`config.mk`:
```
export PLATFORM = sky130hd
export DESIGN_NAME = bmd_byte_move_decoder
export DESIGN_NICKNAME = d
export VERILOG_FILES = /design/src/bmd_pkg.sv /design/src/bmd_byte_move_decoder.sv
export SDC_FILE = /design/constraint.sdc
export NUM_CORES = 1
export LEC_CHECK = 0
export BUFFER_PORTS_ARGS = -buffer_cell sky130_fd_sc_hd__clkbuf_2
export CORE_ASPECT_RATIO = 0.8
export CORE_MARGIN = 2
export CORE_UTILIZATION = 50
export CTS_CLUSTER_SIZE = 20
export DETAILED_ROUTE_END_ITERATION = 6
export GPL_ROUTABILITY_DRIVEN = 0
export PLACE_DENSITY = 0.76
export SYNTH_ARGS = -nofsm -noshare
export SYNTH_HDL_FRONTEND = slang
export SYNTH_SLANG_ARGS = --single-unit
```
`constraint.sdc`:
```
create_clock -name clk_i -period 4.2 [get_ports clk_i]
set_clock_uncertainty 0.15 [all_clocks]
set_input_delay 0.84 -clock clk_i [delete_from_list [all_inputs] [get_ports clk_i]]
set_output_delay 0.84 -clock clk_i [all_outputs]
set_load 0.03 [all_outputs]
```
`src/bmd_pkg.sv`:
```
/*
 * Package for the byte move decoder: opcode patterns, field positions,
 * byte counts, cycle counts and the decode and memory request carriers.
 * Assumes a single core clock domain; nothing here holds state.
 */
package bmd_pkg;

    // ------------------------------------------------------------
    // Opcode patterns (upper bits compared under a mask; E5 and 74 compared whole)
    // ------------------------------------------------------------
    localparam logic [7:0] BMD_OP_A_DIR      = 8'hE5;  // Accumulator from direct
    localparam logic [7:0] BMD_OP_A_REG      = 8'hE8;  // Accumulator from bank register
    localparam logic [7:0] BMD_OP_A_IND      = 8'hE6;  // Accumulator from indirect
    localparam logic [7:0] BMD_OP_A_IMM      = 8'h74;  // Accumulator from constant
    localparam logic [7:0] BMD_OP_REG_A      = 8'hF8;  // Bank register from accumulator
    localparam logic [7:0] BMD_OP_REG_DIR    = 8'hA8;  // Bank register from direct
    localparam logic [7:0] BMD_OP_REG_IMM    = 8'h78;  // Bank register from constant
    localparam logic [7:0] BMD_OP_IND_A      = 8'hF6;  // Indirect from accumulator
    localparam logic [7:0] BMD_OP_IND_DIR    = 8'hA6;  // Indirect from direct
    localparam logic [7:0] BMD_OP_IND_IMM    = 8'h76;  // Indirect from constant
    localparam logic [7:0] BMD_MASK_REG      = 8'hF8;  // Keeps opcode, drops rrr
    localparam logic [7:0] BMD_MASK_IND      = 8'hFE;  // Keeps opcode, drops i

    // ------------------------------------------------------------
    // Field positions
    // ------------------------------------------------------------
    localparam int BMD_REG_LSB   = 0;                  // rrr field low bit
    localparam int BMD_REG_W     = 3;                  // rrr field width
    localparam int BMD_PTR_BIT   = 0;                  // i bit

    // ------------------------------------------------------------
    // Timing and size: machine cycles and bytes per instruction
    // ------------------------------------------------------------
    localparam logic [1:0] BMD_CYC_ONE   = 2'h1;       // One machine cycle
    localparam logic [1:0] BMD_CYC_TWO   = 2'h2;       // Two machine cycles
    localparam logic [1:0] BMD_LEN_ONE   = 2'h1;       // One byte long
    localparam logic [1:0] BMD_LEN_TWO   = 2'h2;       // Two bytes long

    // ------------------------------------------------------------
    // Reset values
    // ------------------------------------------------------------
    localparam logic [7:0] BMD_ACC_RST   = 8'h00;      // Accumulator after reset
    localparam logic [1:0] BMD_BANK_RST  = 2'h0;       // Bank select after reset

    // Source and destination kinds
    typedef enum logic [1:0] {
        BMD_LOC_ACC = 2'h0,
        BMD_LOC_REG = 2'h1,
        BMD_LOC_IND = 2'h2,
        BMD_LOC_DIR = 2'h3
    } bmd_loc_t;

    // Decoded instruction
    typedef struct packed {
        logic       valid;     // Opcode belongs to this group
        bmd_loc_t   src;       // Where the byte comes from
        logic       src_imm;   // Source is the operand byte itself
        bmd_loc_t   dst;       // Where the byte goes
        logic [2:0] reg_sel;   // Bank register or pointer number
        logic [1:0] len;       // Instruction bytes
        logic [1:0] cycles;    // Machine cycles
    } bmd_dec_t;

    // Data memory request: reads and writes of internal RAM or SFR space
    typedef struct packed {
        logic       rd;        // Read strobe
        logic       wr;        // Write strobe
        logic [7:0] addr;      // Byte address
        logic [7:0] wdata;     // Write data
    } bmd_mem_req_t;

endpackage : bmd_pkg

```
`src/bmd_byte_move_decoder.sv`:
```
/*
 * Byte move decoder and executor. Holds the accumulator and four banks
 * of eight registers; direct and indirect bytes live in an outside data
 * memory reached through a read port answered in the strobe cycle and a write strobe.
 * Assumes program memory presents the opcode and operand byte together
 * with instr_valid_i, and holds them until instr_done_o.
 */
//
// Overview of operation
// - E5 plus direct: accumulator load, one cycle
// - 10101rrr direct to bank register, two cycles
// - 01111rrr immediate to bank register, one cycle
// - 1010011i direct to indirect RAM, two cycles
// - 0111011i immediate to indirect RAM, one cycle
// - Source unchanged; only destination is written
// - Indirect address from pointer register R0/R1
`timescale 1ns/1ps

module bmd_byte_move_decoder (
    // Clock and reset
    input  wire logic                 clk_i,
    input  wire logic                 reset_i,
    // Instruction bytes from program memory
    input  wire logic                 instr_valid_i,
    input  wire logic [7:0]           opcode_i,
    input  wire logic [7:0]           operand_i,
    // Active register bank from the status word
    input  wire logic [1:0]           bank_sel_i,
    // Data memory port
    output      bmd_pkg::bmd_mem_req_t mem_req_o,
    input  wire logic [7:0]           mem_rdata_i,
    // Status toward the core
    output      logic                 instr_done_o,
    output      logic                 instr_illegal_o,
    output      logic [1:0]           instr_len_o,
    output      logic [7:0]           acc_o
);

    // ------------------------------------------------------------
    // State and storage
    // ------------------------------------------------------------
    typedef enum logic [1:0] {
        BMD_ST_IDLE = 2'b00,   // Waiting for an instruction
        BMD_ST_READ = 2'b01,   // Source read issued
        BMD_ST_DONE = 2'b11    // Answer cycle
    } bmd_state_t;

    bmd_state_t             state_r, state_nxt;     // Sequencer
    bmd_pkg::bmd_dec_t      dec;                    // Decode of opcode_i
    bmd_pkg::bmd_dec_t      dec_r, dec_nxt;         // Held decode
    logic [7:0]             acc_r, acc_nxt;         // Accumulator
    logic [7:0]             bank_r [0:31];          // Four banks of eight
    logic [7:0]             src_r, src_nxt;         // Captured source byte
    logic [7:0]             opnd_r, opnd_nxt;       // Held operand byte
    logic [1:0]             cnt_r, cnt_nxt;         // Machine cycle counter
    logic                   done_r, done_nxt;       // Completion pulse
    logic                   ill_r, ill_nxt;         // Illegal opcode pulse
    logic [1:0]             len_r, len_nxt;         // Length of last instruction
    logic                   breg_we;                // Bank register write
    logic [4:0]             breg_idx;               // Bank register index
    logic [7:0]             breg_wd;                // Bank register data
    logic [4:0]             rd_idx;                 // Register read index
    logic [7:0]             ptr_val;                // Pointer register value
    bmd_pkg::bmd_mem_req_t  req_nxt, req_r;         // Memory request

    // ------------------------------------------------------------
    // Opcode decode
    // ------------------------------------------------------------
    // Classifies the opcode into source, destination, size and timing
    always_comb begin
        dec         = '0;
        dec.reg_sel = opcode_i[bmd_pkg::BMD_REG_LSB +: bmd_pkg::BMD_REG_W];
        dec.len     = bmd_pkg::BMD_LEN_TWO;
        dec.cycles  = bmd_pkg::BMD_CYC_ONE;
        if (opcode_i == bmd_pkg::BMD_OP_A_DIR) begin
            dec.valid = 1'b1;
            dec.src   = bmd_pkg::BMD_LOC_DIR;
            dec.dst   = bmd_pkg::BMD_LOC_ACC;
        end else if ((opcode_i & bmd_pkg::BMD_MASK_REG) == bmd_pkg::BMD_OP_A_REG) begin
            dec.valid = 1'b1;
            dec.src   = bmd_pkg::BMD_LOC_REG;
            dec.dst   = bmd_pkg::BMD_LOC_ACC;
            dec.len   = bmd_pkg::BMD_LEN_ONE;
        end else if ((opcode_i & bmd_pkg::BMD_MASK_IND) == bmd_pkg::BMD_OP_A_IND) begin
            dec.valid = 1'b1;
            dec.src   = bmd_pkg::BMD_LOC_IND;
            dec.dst   = bmd_pkg::BMD_LOC_ACC;
            dec.len   = bmd_pkg::BMD_LEN_ONE;
        end else if (opcode_i == bmd_pkg::BMD_OP_A_IMM) begin
            dec.valid   = 1'b1;
            dec.src_imm = 1'b1;
            dec.dst     = bmd_pkg::BMD_LOC_ACC;
        end else if ((opcode_i & bmd_pkg::BMD_MASK_REG) == bmd_pkg::BMD_OP_REG_A) begin
            dec.valid = 1'b1;
            dec.src   = bmd_pkg::BMD_LOC_ACC;
            dec.dst   = bmd_pkg::BMD_LOC_REG;
            dec.len   = bmd_pkg::BMD_LEN_ONE;
        end else if ((opcode_i & bmd_pkg::BMD_MASK_REG) == bmd_pkg::BMD_OP_REG_DIR) begin
            dec.valid  = 1'b1;
            dec.src    = bmd_pkg::BMD_LOC_DIR;
            dec.dst    = bmd_pkg::BMD_LOC_REG;
            dec.cycles = bmd_pkg::BMD_CYC_TWO;
        end else if ((opcode_i & bmd_pkg::BMD_MASK_REG) == bmd_pkg::BMD_OP_REG_IMM) begin
            dec.valid   = 1'b1;
            dec.src_imm = 1'b1;
            dec.dst     = bmd_pkg::BMD_LOC_REG;
        end else if ((opcode_i & bmd_pkg::BMD_MASK_IND) == bmd_pkg::BMD_OP_IND_A) begin
            dec.valid = 1'b1;
            dec.src   = bmd_pkg::BMD_LOC_ACC;
            dec.dst   = bmd_pkg::BMD_LOC_IND;
            dec.len   = bmd_pkg::BMD_LEN_ONE;
        end else if ((opcode_i & bmd_pkg::BMD_MASK_IND) == bmd_pkg::BMD_OP_IND_DIR) begin
            dec.valid  = 1'b1;
            dec.src    = bmd_pkg::BMD_LOC_DIR;
            dec.dst    = bmd_pkg::BMD_LOC_IND;
            dec.cycles = bmd_pkg::BMD_CYC_TWO;
        end else if ((opcode_i & bmd_pkg::BMD_MASK_IND) == bmd_pkg::BMD_OP_IND_IMM) begin
            dec.valid   = 1'b1;
            dec.src_imm = 1'b1;
            dec.dst     = bmd_pkg::BMD_LOC_IND;
        end else begin
            dec.len = bmd_pkg::BMD_LEN_ONE;                                  // Not in this group
        end
    end

    // ------------------------------------------------------------
    // Register file read
    // ------------------------------------------------------------
    // Pointer uses only R0 or R1 of the active bank
    always_comb begin
        if (state_r == BMD_ST_IDLE) begin
            if (dec.src == bmd_pkg::BMD_LOC_IND || dec.dst == bmd_pkg::BMD_LOC_IND) begin
                rd_idx = {bank_sel_i, 2'b00, opcode_i[bmd_pkg::BMD_PTR_BIT]};
            end else begin
                rd_idx = {bank_sel_i, dec.reg_sel};
            end
        end else begin
            rd_idx = {bank_sel_i, 2'b00, dec_r.reg_sel[bmd_pkg::BMD_PTR_BIT]};
        end
        ptr_val = bank_r[rd_idx];
    end

    // ------------------------------------------------------------
    // Sequencer and data path
    // ------------------------------------------------------------
    // Computes next state, register writes and memory strobes
    always_comb begin
        state_nxt = state_r;
        dec_nxt   = dec_r;
        acc_nxt   = acc_r;
        src_nxt   = src_r;
        opnd_nxt  = opnd_r;
        cnt_nxt   = cnt_r;
        done_nxt  = 1'b0;
        ill_nxt   = 1'b0;
        len_nxt   = len_r;
        req_nxt   = '0;
        breg_we   = 1'b0;
        breg_idx  = {bank_sel_i, dec_r.reg_sel};
        breg_wd   = src_r;
        case (state_r)
            BMD_ST_IDLE: begin
                if (instr_valid_i && !done_r) begin
                    dec_nxt  = dec;
                    opnd_nxt = operand_i;
                    cnt_nxt  = dec.cycles;
                    len_nxt  = dec.len;
                    if (!dec.valid) begin
                        ill_nxt   = 1'b1;                                    // Outside group
                        done_nxt  = 1'b1;
                        state_nxt = BMD_ST_DONE;
                    end else begin
                        // Reads touch nothing; source stays intact
                        if (dec.src == bmd_pkg::BMD_LOC_DIR) begin
                            req_nxt.rd   = 1'b1;
                            req_nxt.addr = operand_i;
                        end else if (dec.src == bmd_pkg::BMD_LOC_IND) begin
                            req_nxt.rd   = 1'b1;
                            req_nxt.addr = ptr_val;
                        end
                        state_nxt = BMD_ST_READ;
                    end
                end
            end
            BMD_ST_READ: begin
                // Select the source byte
                if (dec_r.src_imm) begin
                    src_nxt = opnd_r;
                end else if (dec_r.src == bmd_pkg::BMD_LOC_ACC) begin
                    src_nxt = acc_r;
                end else if (dec_r.src == bmd_pkg::BMD_LOC_REG) begin
                    src_nxt = bank_r[{bank_sel_i, dec_r.reg_sel}];
                end else begin
                    src_nxt = mem_rdata_i;
                end
                breg_wd = src_nxt;
                cnt_nxt = cnt_r - 2'h1;
                if (cnt_r == bmd_pkg::BMD_CYC_ONE) begin
                    // Write only the destination
                    case (dec_r.dst)
                        bmd_pkg::BMD_LOC_ACC: acc_nxt = src_nxt;
                        bmd_pkg::BMD_LOC_REG: breg_we = 1'b1;
                        bmd_pkg::BMD_LOC_IND: begin
                            req_nxt.wr    = 1'b1;
                            req_nxt.addr  = ptr_val;
                            req_nxt.wdata = src_nxt;
                        end
                        default: ;
                    endcase
                    done_nxt  = 1'b1;
                    state_nxt = BMD_ST_DONE;
                end else begin
                    src_nxt = src_r;                                         // Second cycle follows
                    if (dec_r.src == bmd_pkg::BMD_LOC_DIR) begin
                        req_nxt.rd   = 1'b1;                                 // Keep read data stable
                        req_nxt.addr = opnd_r;
                    end
                end
            end
            BMD_ST_DONE: begin
                state_nxt = BMD_ST_IDLE;
            end
            default: begin
                state_nxt = BMD_ST_IDLE;
            end
        endcase
    end

    // ------------------------------------------------------------
    // State registers
    // ------------------------------------------------------------
    // Registers all next values; control state reset synchronously
    always_ff @(posedge clk_i) begin
        if (reset_i) begin
            state_r <= BMD_ST_IDLE;
            dec_r   <= '0;
            acc_r   <= bmd_pkg::BMD_ACC_RST;
            src_r   <= '0;
            opnd_r  <= '0;
            cnt_r   <= '0;
            done_r  <= 1'b0;
            ill_r   <= 1'b0;
            len_r   <= '0;
            req_r   <= '0;
        end else begin
            state_r <= state_nxt;
            dec_r   <= dec_nxt;
            acc_r   <= acc_nxt;
            src_r   <= src_nxt;
            opnd_r  <= opnd_nxt;
            cnt_r   <= cnt_nxt;
            done_r  <= done_nxt;
            ill_r   <= ill_nxt;
            len_r   <= len_nxt;
            req_r   <= req_nxt;
        end
    end

    // Bank register storage; contents are not reset
    always_ff @(posedge clk_i) begin
        if (breg_we) begin
            bank_r[breg_idx] <= breg_wd;
        end
    end

    // ------------------------------------------------------------
    // Outputs
    // ------------------------------------------------------------
    assign mem_req_o       = req_r;
    assign instr_done_o    = done_r;
    assign instr_illegal_o = ill_r;
    assign instr_len_o     = len_r;
    assign acc_o           = acc_r;

endmodule : bmd_byte_move_decoder

```
# Word-level counts from Yosys, hierarchy flattened
# Memories as Yosys holds them, arrays and structs flattened.
# Cells that the tools add are included.
# W data, S select, Z words.
word_totals:
  reg_bits: 58
  ramBits: 256
  input_bits: 29
  output_inout_bits: 30
  memories: 1
op_classes:
  addsub: 1
  eq_ne: 21
  muxes: 82
  bitwise: 4
  n_reduce_logical: 15
mem_list:
  columns: ["name", "words", "word_bits", "read_ports", "rd_ports_with_merged_regs", "write_ports", "line", "text"]
  rows:
  - ["bank_r", 32, 8, 2, 0, 1, "bmd_byte_move_decoder.sv:52", "logic [7:0] bank_r [0:31];"]
op_table:
  columns: ["operator", "n"]
  rows:
  - ["$mux W8", 10]
  - ["$mux W2", 27]
  - ["$mux W3", 11]
  - ["$mux W1", 25]
  - ["$eq A7 B7 Y1 const B", 3]
  - ["$mux W17", 1]
  - ["$pmux W8 S2", 1]
  - ["$eq A5 B5 Y1 const B", 3]
  - ["$mux W4", 3]
  - ["$eq A2 B2 Y1 const B", 5]
  - ["$eq A2 B1 Y1 const B", 4]
  - ["$eq A8 B7 Y1 const B", 1]
  - ["$eq A8 B8 Y1 const B", 1]
  - ["$pmux W2 S2", 2]
  - ["$reduce_and A2 Y1", 4]
  - ["$eq A7 B6 Y1 const B", 1]
  - ["$logic_not A2 Y1", 3]
  - ["$eq A5 B4 Y1 const B", 1]
  - ["$not A1 Y1", 4]
  - ["$pmux W1 S2", 2]
  - ["$reduce_or A4 Y1", 1]
  - ["$reduce_and A3 Y1", 1]
  - ["$reduce_or A3 Y1", 1]
  - ["$ne A2 B1 Y1 const B", 1]
  - ["other kinds (7)", 7]

# Longest topological paths before layout
# An unclocked memory read counts as a cell.
depth:
  ltp_word: 21
  ltp_mapped: 10
  mapped_depth_nobuf: 10

# Worst setup path after synthesis
# No wires, ideal clock.
synth_timing:
  path_type: "in2reg"
  from: "input bank_sel_i[1]"
  to: "memory bank_r[0][1] (data pin)"
  setup_ns: 0.454
  t_arrival_ns: 3.156
  t_required_ns: 3.596
  path_slack_ns: 0.440
  cell_stages: 7
  path_buffers: 1
  cell_sequence: "inv_2 buf_1 nor2_1 a22oi_1 o221ai_1 nand2_1 o21ai_0"
synth_via:
  elab_chain_cells: 5
synth_rtl:
  columns: ["element", "line", "text"]
  rows:
  - ["start, declared", "bmd_byte_move_decoder.sv:28", "input wire logic [1:0] bank_sel_i,"]
  - ["$mem_v2 Z32 W8", null, null]
  - ["$mux W8", "bmd_byte_move_decoder.sv:191", "end else if (dec_r.src == bmd_pkg::BMD_LOC_REG) begin"]
  - ["$mux W8", "bmd_byte_move_decoder.sv:189", "end else if (dec_r.src == bmd_pkg::BMD_LOC_ACC) begin"]
  - ["$mux W8", "bmd_byte_move_decoder.sv:187", "if (dec_r.src_imm) begin"]
  - ["$mux W8", "bmd_byte_move_decoder.sv:161", "case (state_r)"]
  - ["named net breg_wd[1]", "bmd_byte_move_decoder.sv:61", "logic [7:0] breg_wd;"]
  - ["end, declared", "bmd_byte_move_decoder.sv:52", null]
# The timed path passes the listed nets, and every way through them passes these cells.

# Worst setup path in the final report
layout_timing:
  from: "register dec_r, in the netlist breg_idx[0]"
  to: "memory bank_r[10][0] (data pin)"
layout_via:
  elab_chain_cells: 5
layout_rtl:
  columns: ["element", "line", "text"]
  rows:
  - ["start, declared", "bmd_byte_move_decoder.sv:50", "bmd_pkg::bmd_dec_t dec_r, dec_nxt;"]
  - ["start signal, assigned", "bmd_byte_move_decoder.sv:247", "dec_r <= dec_nxt;"]
  - ["$mem_v2 Z32 W8", null, null]
  - ["$mux W8", "bmd_byte_move_decoder.sv:191", null]
  - ["$mux W8", "bmd_byte_move_decoder.sv:189", null]
  - ["$mux W8", "bmd_byte_move_decoder.sv:187", null]
  - ["$mux W8", "bmd_byte_move_decoder.sv:161", null]
  - ["named net breg_wd[0]", "bmd_byte_move_decoder.sv:61", null]
# The timed path passes the listed nets, and every way through them passes these cells.

==> qor.txt <==
Hold Violations, Final - 0
Seq/Total Area, Yosys - 62.7%
Synth-to-Final Area Change - 12.7%
Setup Buffers After CTS - 0
Chip width - 192 microns
Setup crit end - bank_r[10][0]
Met3 Routed Length - 6.80 mm
# nets final - 1,132
R2R depth - 8
Setup crit start - breg_idx[0]
PD cells - 437 nW/um^2
First-pass GRT wire length - 62.3 mm
Max-Cap Viols - 0
Violated checks - design-rule violations
Met2 WL - 17.9 mm
Fraction of layout cells with a size suffix above 1 - 22.2%
RR Endpoint - bank_r[10][0]
Mapped Cells - 1,027
Post-synthesis async set-or-reset flop share - 0%
Drt first pass iters - 7
Post-route cell area - 15,900 sq um
CP Data Arrival Time - 3.97 ns
Crit path max fanout - 38
Clk network pwr share - 37.0%
Root Buffer - clkbuf_16
Period minus WS final - 3.84 ns
Total CTS buffers - 29
Pre-CTS setup slack - 0.476 ns
P_int - 0.00513 W
Sequential power share - 49.9%
Via density - 6.81
Port bufs - 58
Fillcell total - 2,128
Worst VDD drop - 0.393 mV
Pleak - 5.28 nW
Die Span Y - 154 microns
DRC - 30
CP required - 4.33 ns
Launching element type of the critical path - flop
FF/Latch Area - 8850 sq um
Max Clk Rate - 0.260 GHz
Clock slew at reported path FFs - 0.07 ns
Crit path kind - reg2reg
Ys flop type - edfxtp_1
Antenna Nets Post-Route - 0
Antenna violations before repair - 1
DP Area - 15,000 sq um
Die ar. - 29,600 sq um
Number of placed I/O pins - 59
Initial DRC Count - 1,960
Total Power - 0.00696 W
Status - finished, violations left
Post-CTS Resized - 0
Final setup violation count - 0
Total negative slack - 0 ns
Final Max Tran Viols - 0
Switch Pwr - 0.00183 W
Largest net degree at the start of global routing - 59
Post-synth EDFFs - 256
Slew HR - 35.9%
Final period utilization - 91.4%
Clk_lat worst skew - 0.58 ns
CTS Buffer Depth - 3
Initial Util - 51.3%
RR Startpoint - breg_idx[0]
Unique masters post-synth - 64
Comb pwr share - 13.1%
Grt ovf - 0
Htree depth - 1
Num rows - 54
WL final - 42.0 mm
# clock sinks - 314
Core area - 27,500 sq um
Met1 Wirelength - 15.7 mm
Synth Net Count - 1,057
Sw Share - 26.3%
Worst-Margin Slew - 0.957 ns
RSZ-0062 raised after global routing - false
CTS tree - built
Internal reg-to-reg setup slack - 0.36 ns
Post-Syn Area per Cell - 13.7 sq um
CTS Hold Bufs - 0
Mapped Area - 14,100 sq um
Seq cells post-synth - 314
Area of the multi-input gates - 4890 sq um
Uppermost layer routed - met5
Wire length per cell - 28.2 microns
Vias - 10.1k
Total GRT Usage - 28.7%
Final WS setup - 0.360 ns
Vias in the first global route - 9,649
Syn. warnings - 0
Worst setup EP type - flop
Hpwl dp - 28.4 mm
Hold Crit Class - reg2reg
placed cells by master (no fill, tap or decap), types with 3 or more instances in the layout:
cell type / n
mux2_2: 6
clkinv_2: 5
nand2b_1: 13
a211oi_1: 22
nor2b_1: 7
a221oi_1: 6
nand3_1: 20
o221ai_1: 8
nand3b_1: 7
nor3b_1: 5
clkinv_1: 7
o32ai_1: 5
nor2_1: 88
nor3_1: 11
and3_1: 24
a311oi_1: 3
o31ai_1: 6
clkbuf_2: 58
clkbuf_1: 6
clkbuf_16: 29
dfxtp_1: 56
a31oi_1: 13
buf_4: 55
nand2_1: 118
o21ai_0: 23
inv_1: 11
o22ai_1: 8
a21oi_1: 44
a32oi_1: 13
mux4_2: 68
edfxtp_1: 256
o21ai_2: 8
a22oi_1: 14
a2111oi_0: 11
and2_1: 4
mux2i_1: 36
sequential cells by signal, indices dropped and copies added (netlist names), 3 cells and up:
signal,count
mem_req_o,18
bank_r,256
breg_idx,3
opnd_r,8
src_r,8
dec_r,5
acc_o,8
layer usage:
layer / up-vias / GRT usage (%)
li1: 4174 / -
met1: 4937 / 40.7
met2: 868 / 41.1
met3: 167 / 10.7
met4: 2 / 9.08
met5: - / 0
cells in the mapped netlist (6+ instances only):
master     count  area share, %
a32oi_1       13           0.81
a22oi_1       14           0.74
a2111oi_0     11           0.68
nor2_1        88            2.3
buf_2         17           0.60
edfxtp_1     256             54
nor2b_1        7           0.31
buf_4          6           0.32
a31oi_1       13           0.58
inv_1         11           0.29
mux2i_1       36            2.6
clkbuf_1      37           0.98
o31ai_1        6           0.32
o21ai_0       27           0.96
nand2_1      118            3.1
nor3_1        11           0.39
buf_6          6           0.48
mux4_2        68             11
a21oi_1       45            1.6
a221oi_1       6           0.37
o221ai_1       8           0.50
mux2_2         6           0.48
nand3b_1       7           0.37
nand3_1       20           0.71
a211oi_1      22            1.2
o22ai_1        8           0.35
dfxtp_1       58            8.2
and3_1        24            1.1
nand2b_1      13           0.58
cells by family after synthesis:
group,share of synthesized area (%)
flops,62.7
fa+ha+maj,0.0886
mux,13.9
compound gates,9.99
buf+inv,2.95
simple gates,10.4
worst min-delay path by stage:
stage | start | end | slack (ns) | cells past startpoint
2_1_floorplan | src_r[1] | src_r[1] | 0.29 | 2
3_3_place_gp | instr_len_o[1] | instr_len_o[1] | 0.29 | 2
3_5_place_dp | instr_len_o[1] | instr_len_o[1] | 0.30 | 2
4_1_cts | instr_len_o[1] | instr_len_o[1] | 0.31 | 2
5_1_grt | instr_len_o[1] | instr_len_o[1] | 0.34 | 2
6_report | instr_len_o[1] | instr_len_o[1] | 0.31 | 2
stage by stage:
step	cells	util, %	hold WS (ns)
4_1_cts	1489	57.8	0.309
6_report	1491	57.8	0.308
3_5_place_dp	1435	54.5	0.300
3_3_place_gp	1435	54.5	0.293
2_1_floorplan	1027	-	0.287
5_1_grt	1489	57.8	0.342
critical path, cell delays in order, from the launching register on:
cell and delay, ns:
dfxtp_4 0.90, buf_4 0.28, mux4_2 0.54, a21oi_1 0.36
o211ai_1 0.24, a221o_1 0.39, a21oi_2 0.29, o21ai_2 0.07
buf_4 0.24
layout make-up:
class / instances / share of cell area, %
multi-input cells: 630 / 30.8
repair buffers: 115 / 4.67
clock buffers: 35 / 4.70
diodes: 2 / 0.0315
clock inverters: 19 / 1.02
inverters: 12 / 0.283
flip-flops and latches: 314 / 55.7
well taps: 364 / 2.86
power groups by stage:
stage	Clock, W	Sequential, W	Combinational [W]
2_1_floorplan	0	0.00351	0.000590
6_report	0.00257	0.00347	0.000915
4_1_cts	0.00257	0.00347	0.000874
5_1_grt	0.00270	0.00347	0.000947
3_5_place_dp	0	0.00354	0.000870
3_3_place_gp	0	0.00354	0.000856
No activity file was read; power rests on OpenSTA's default activity.
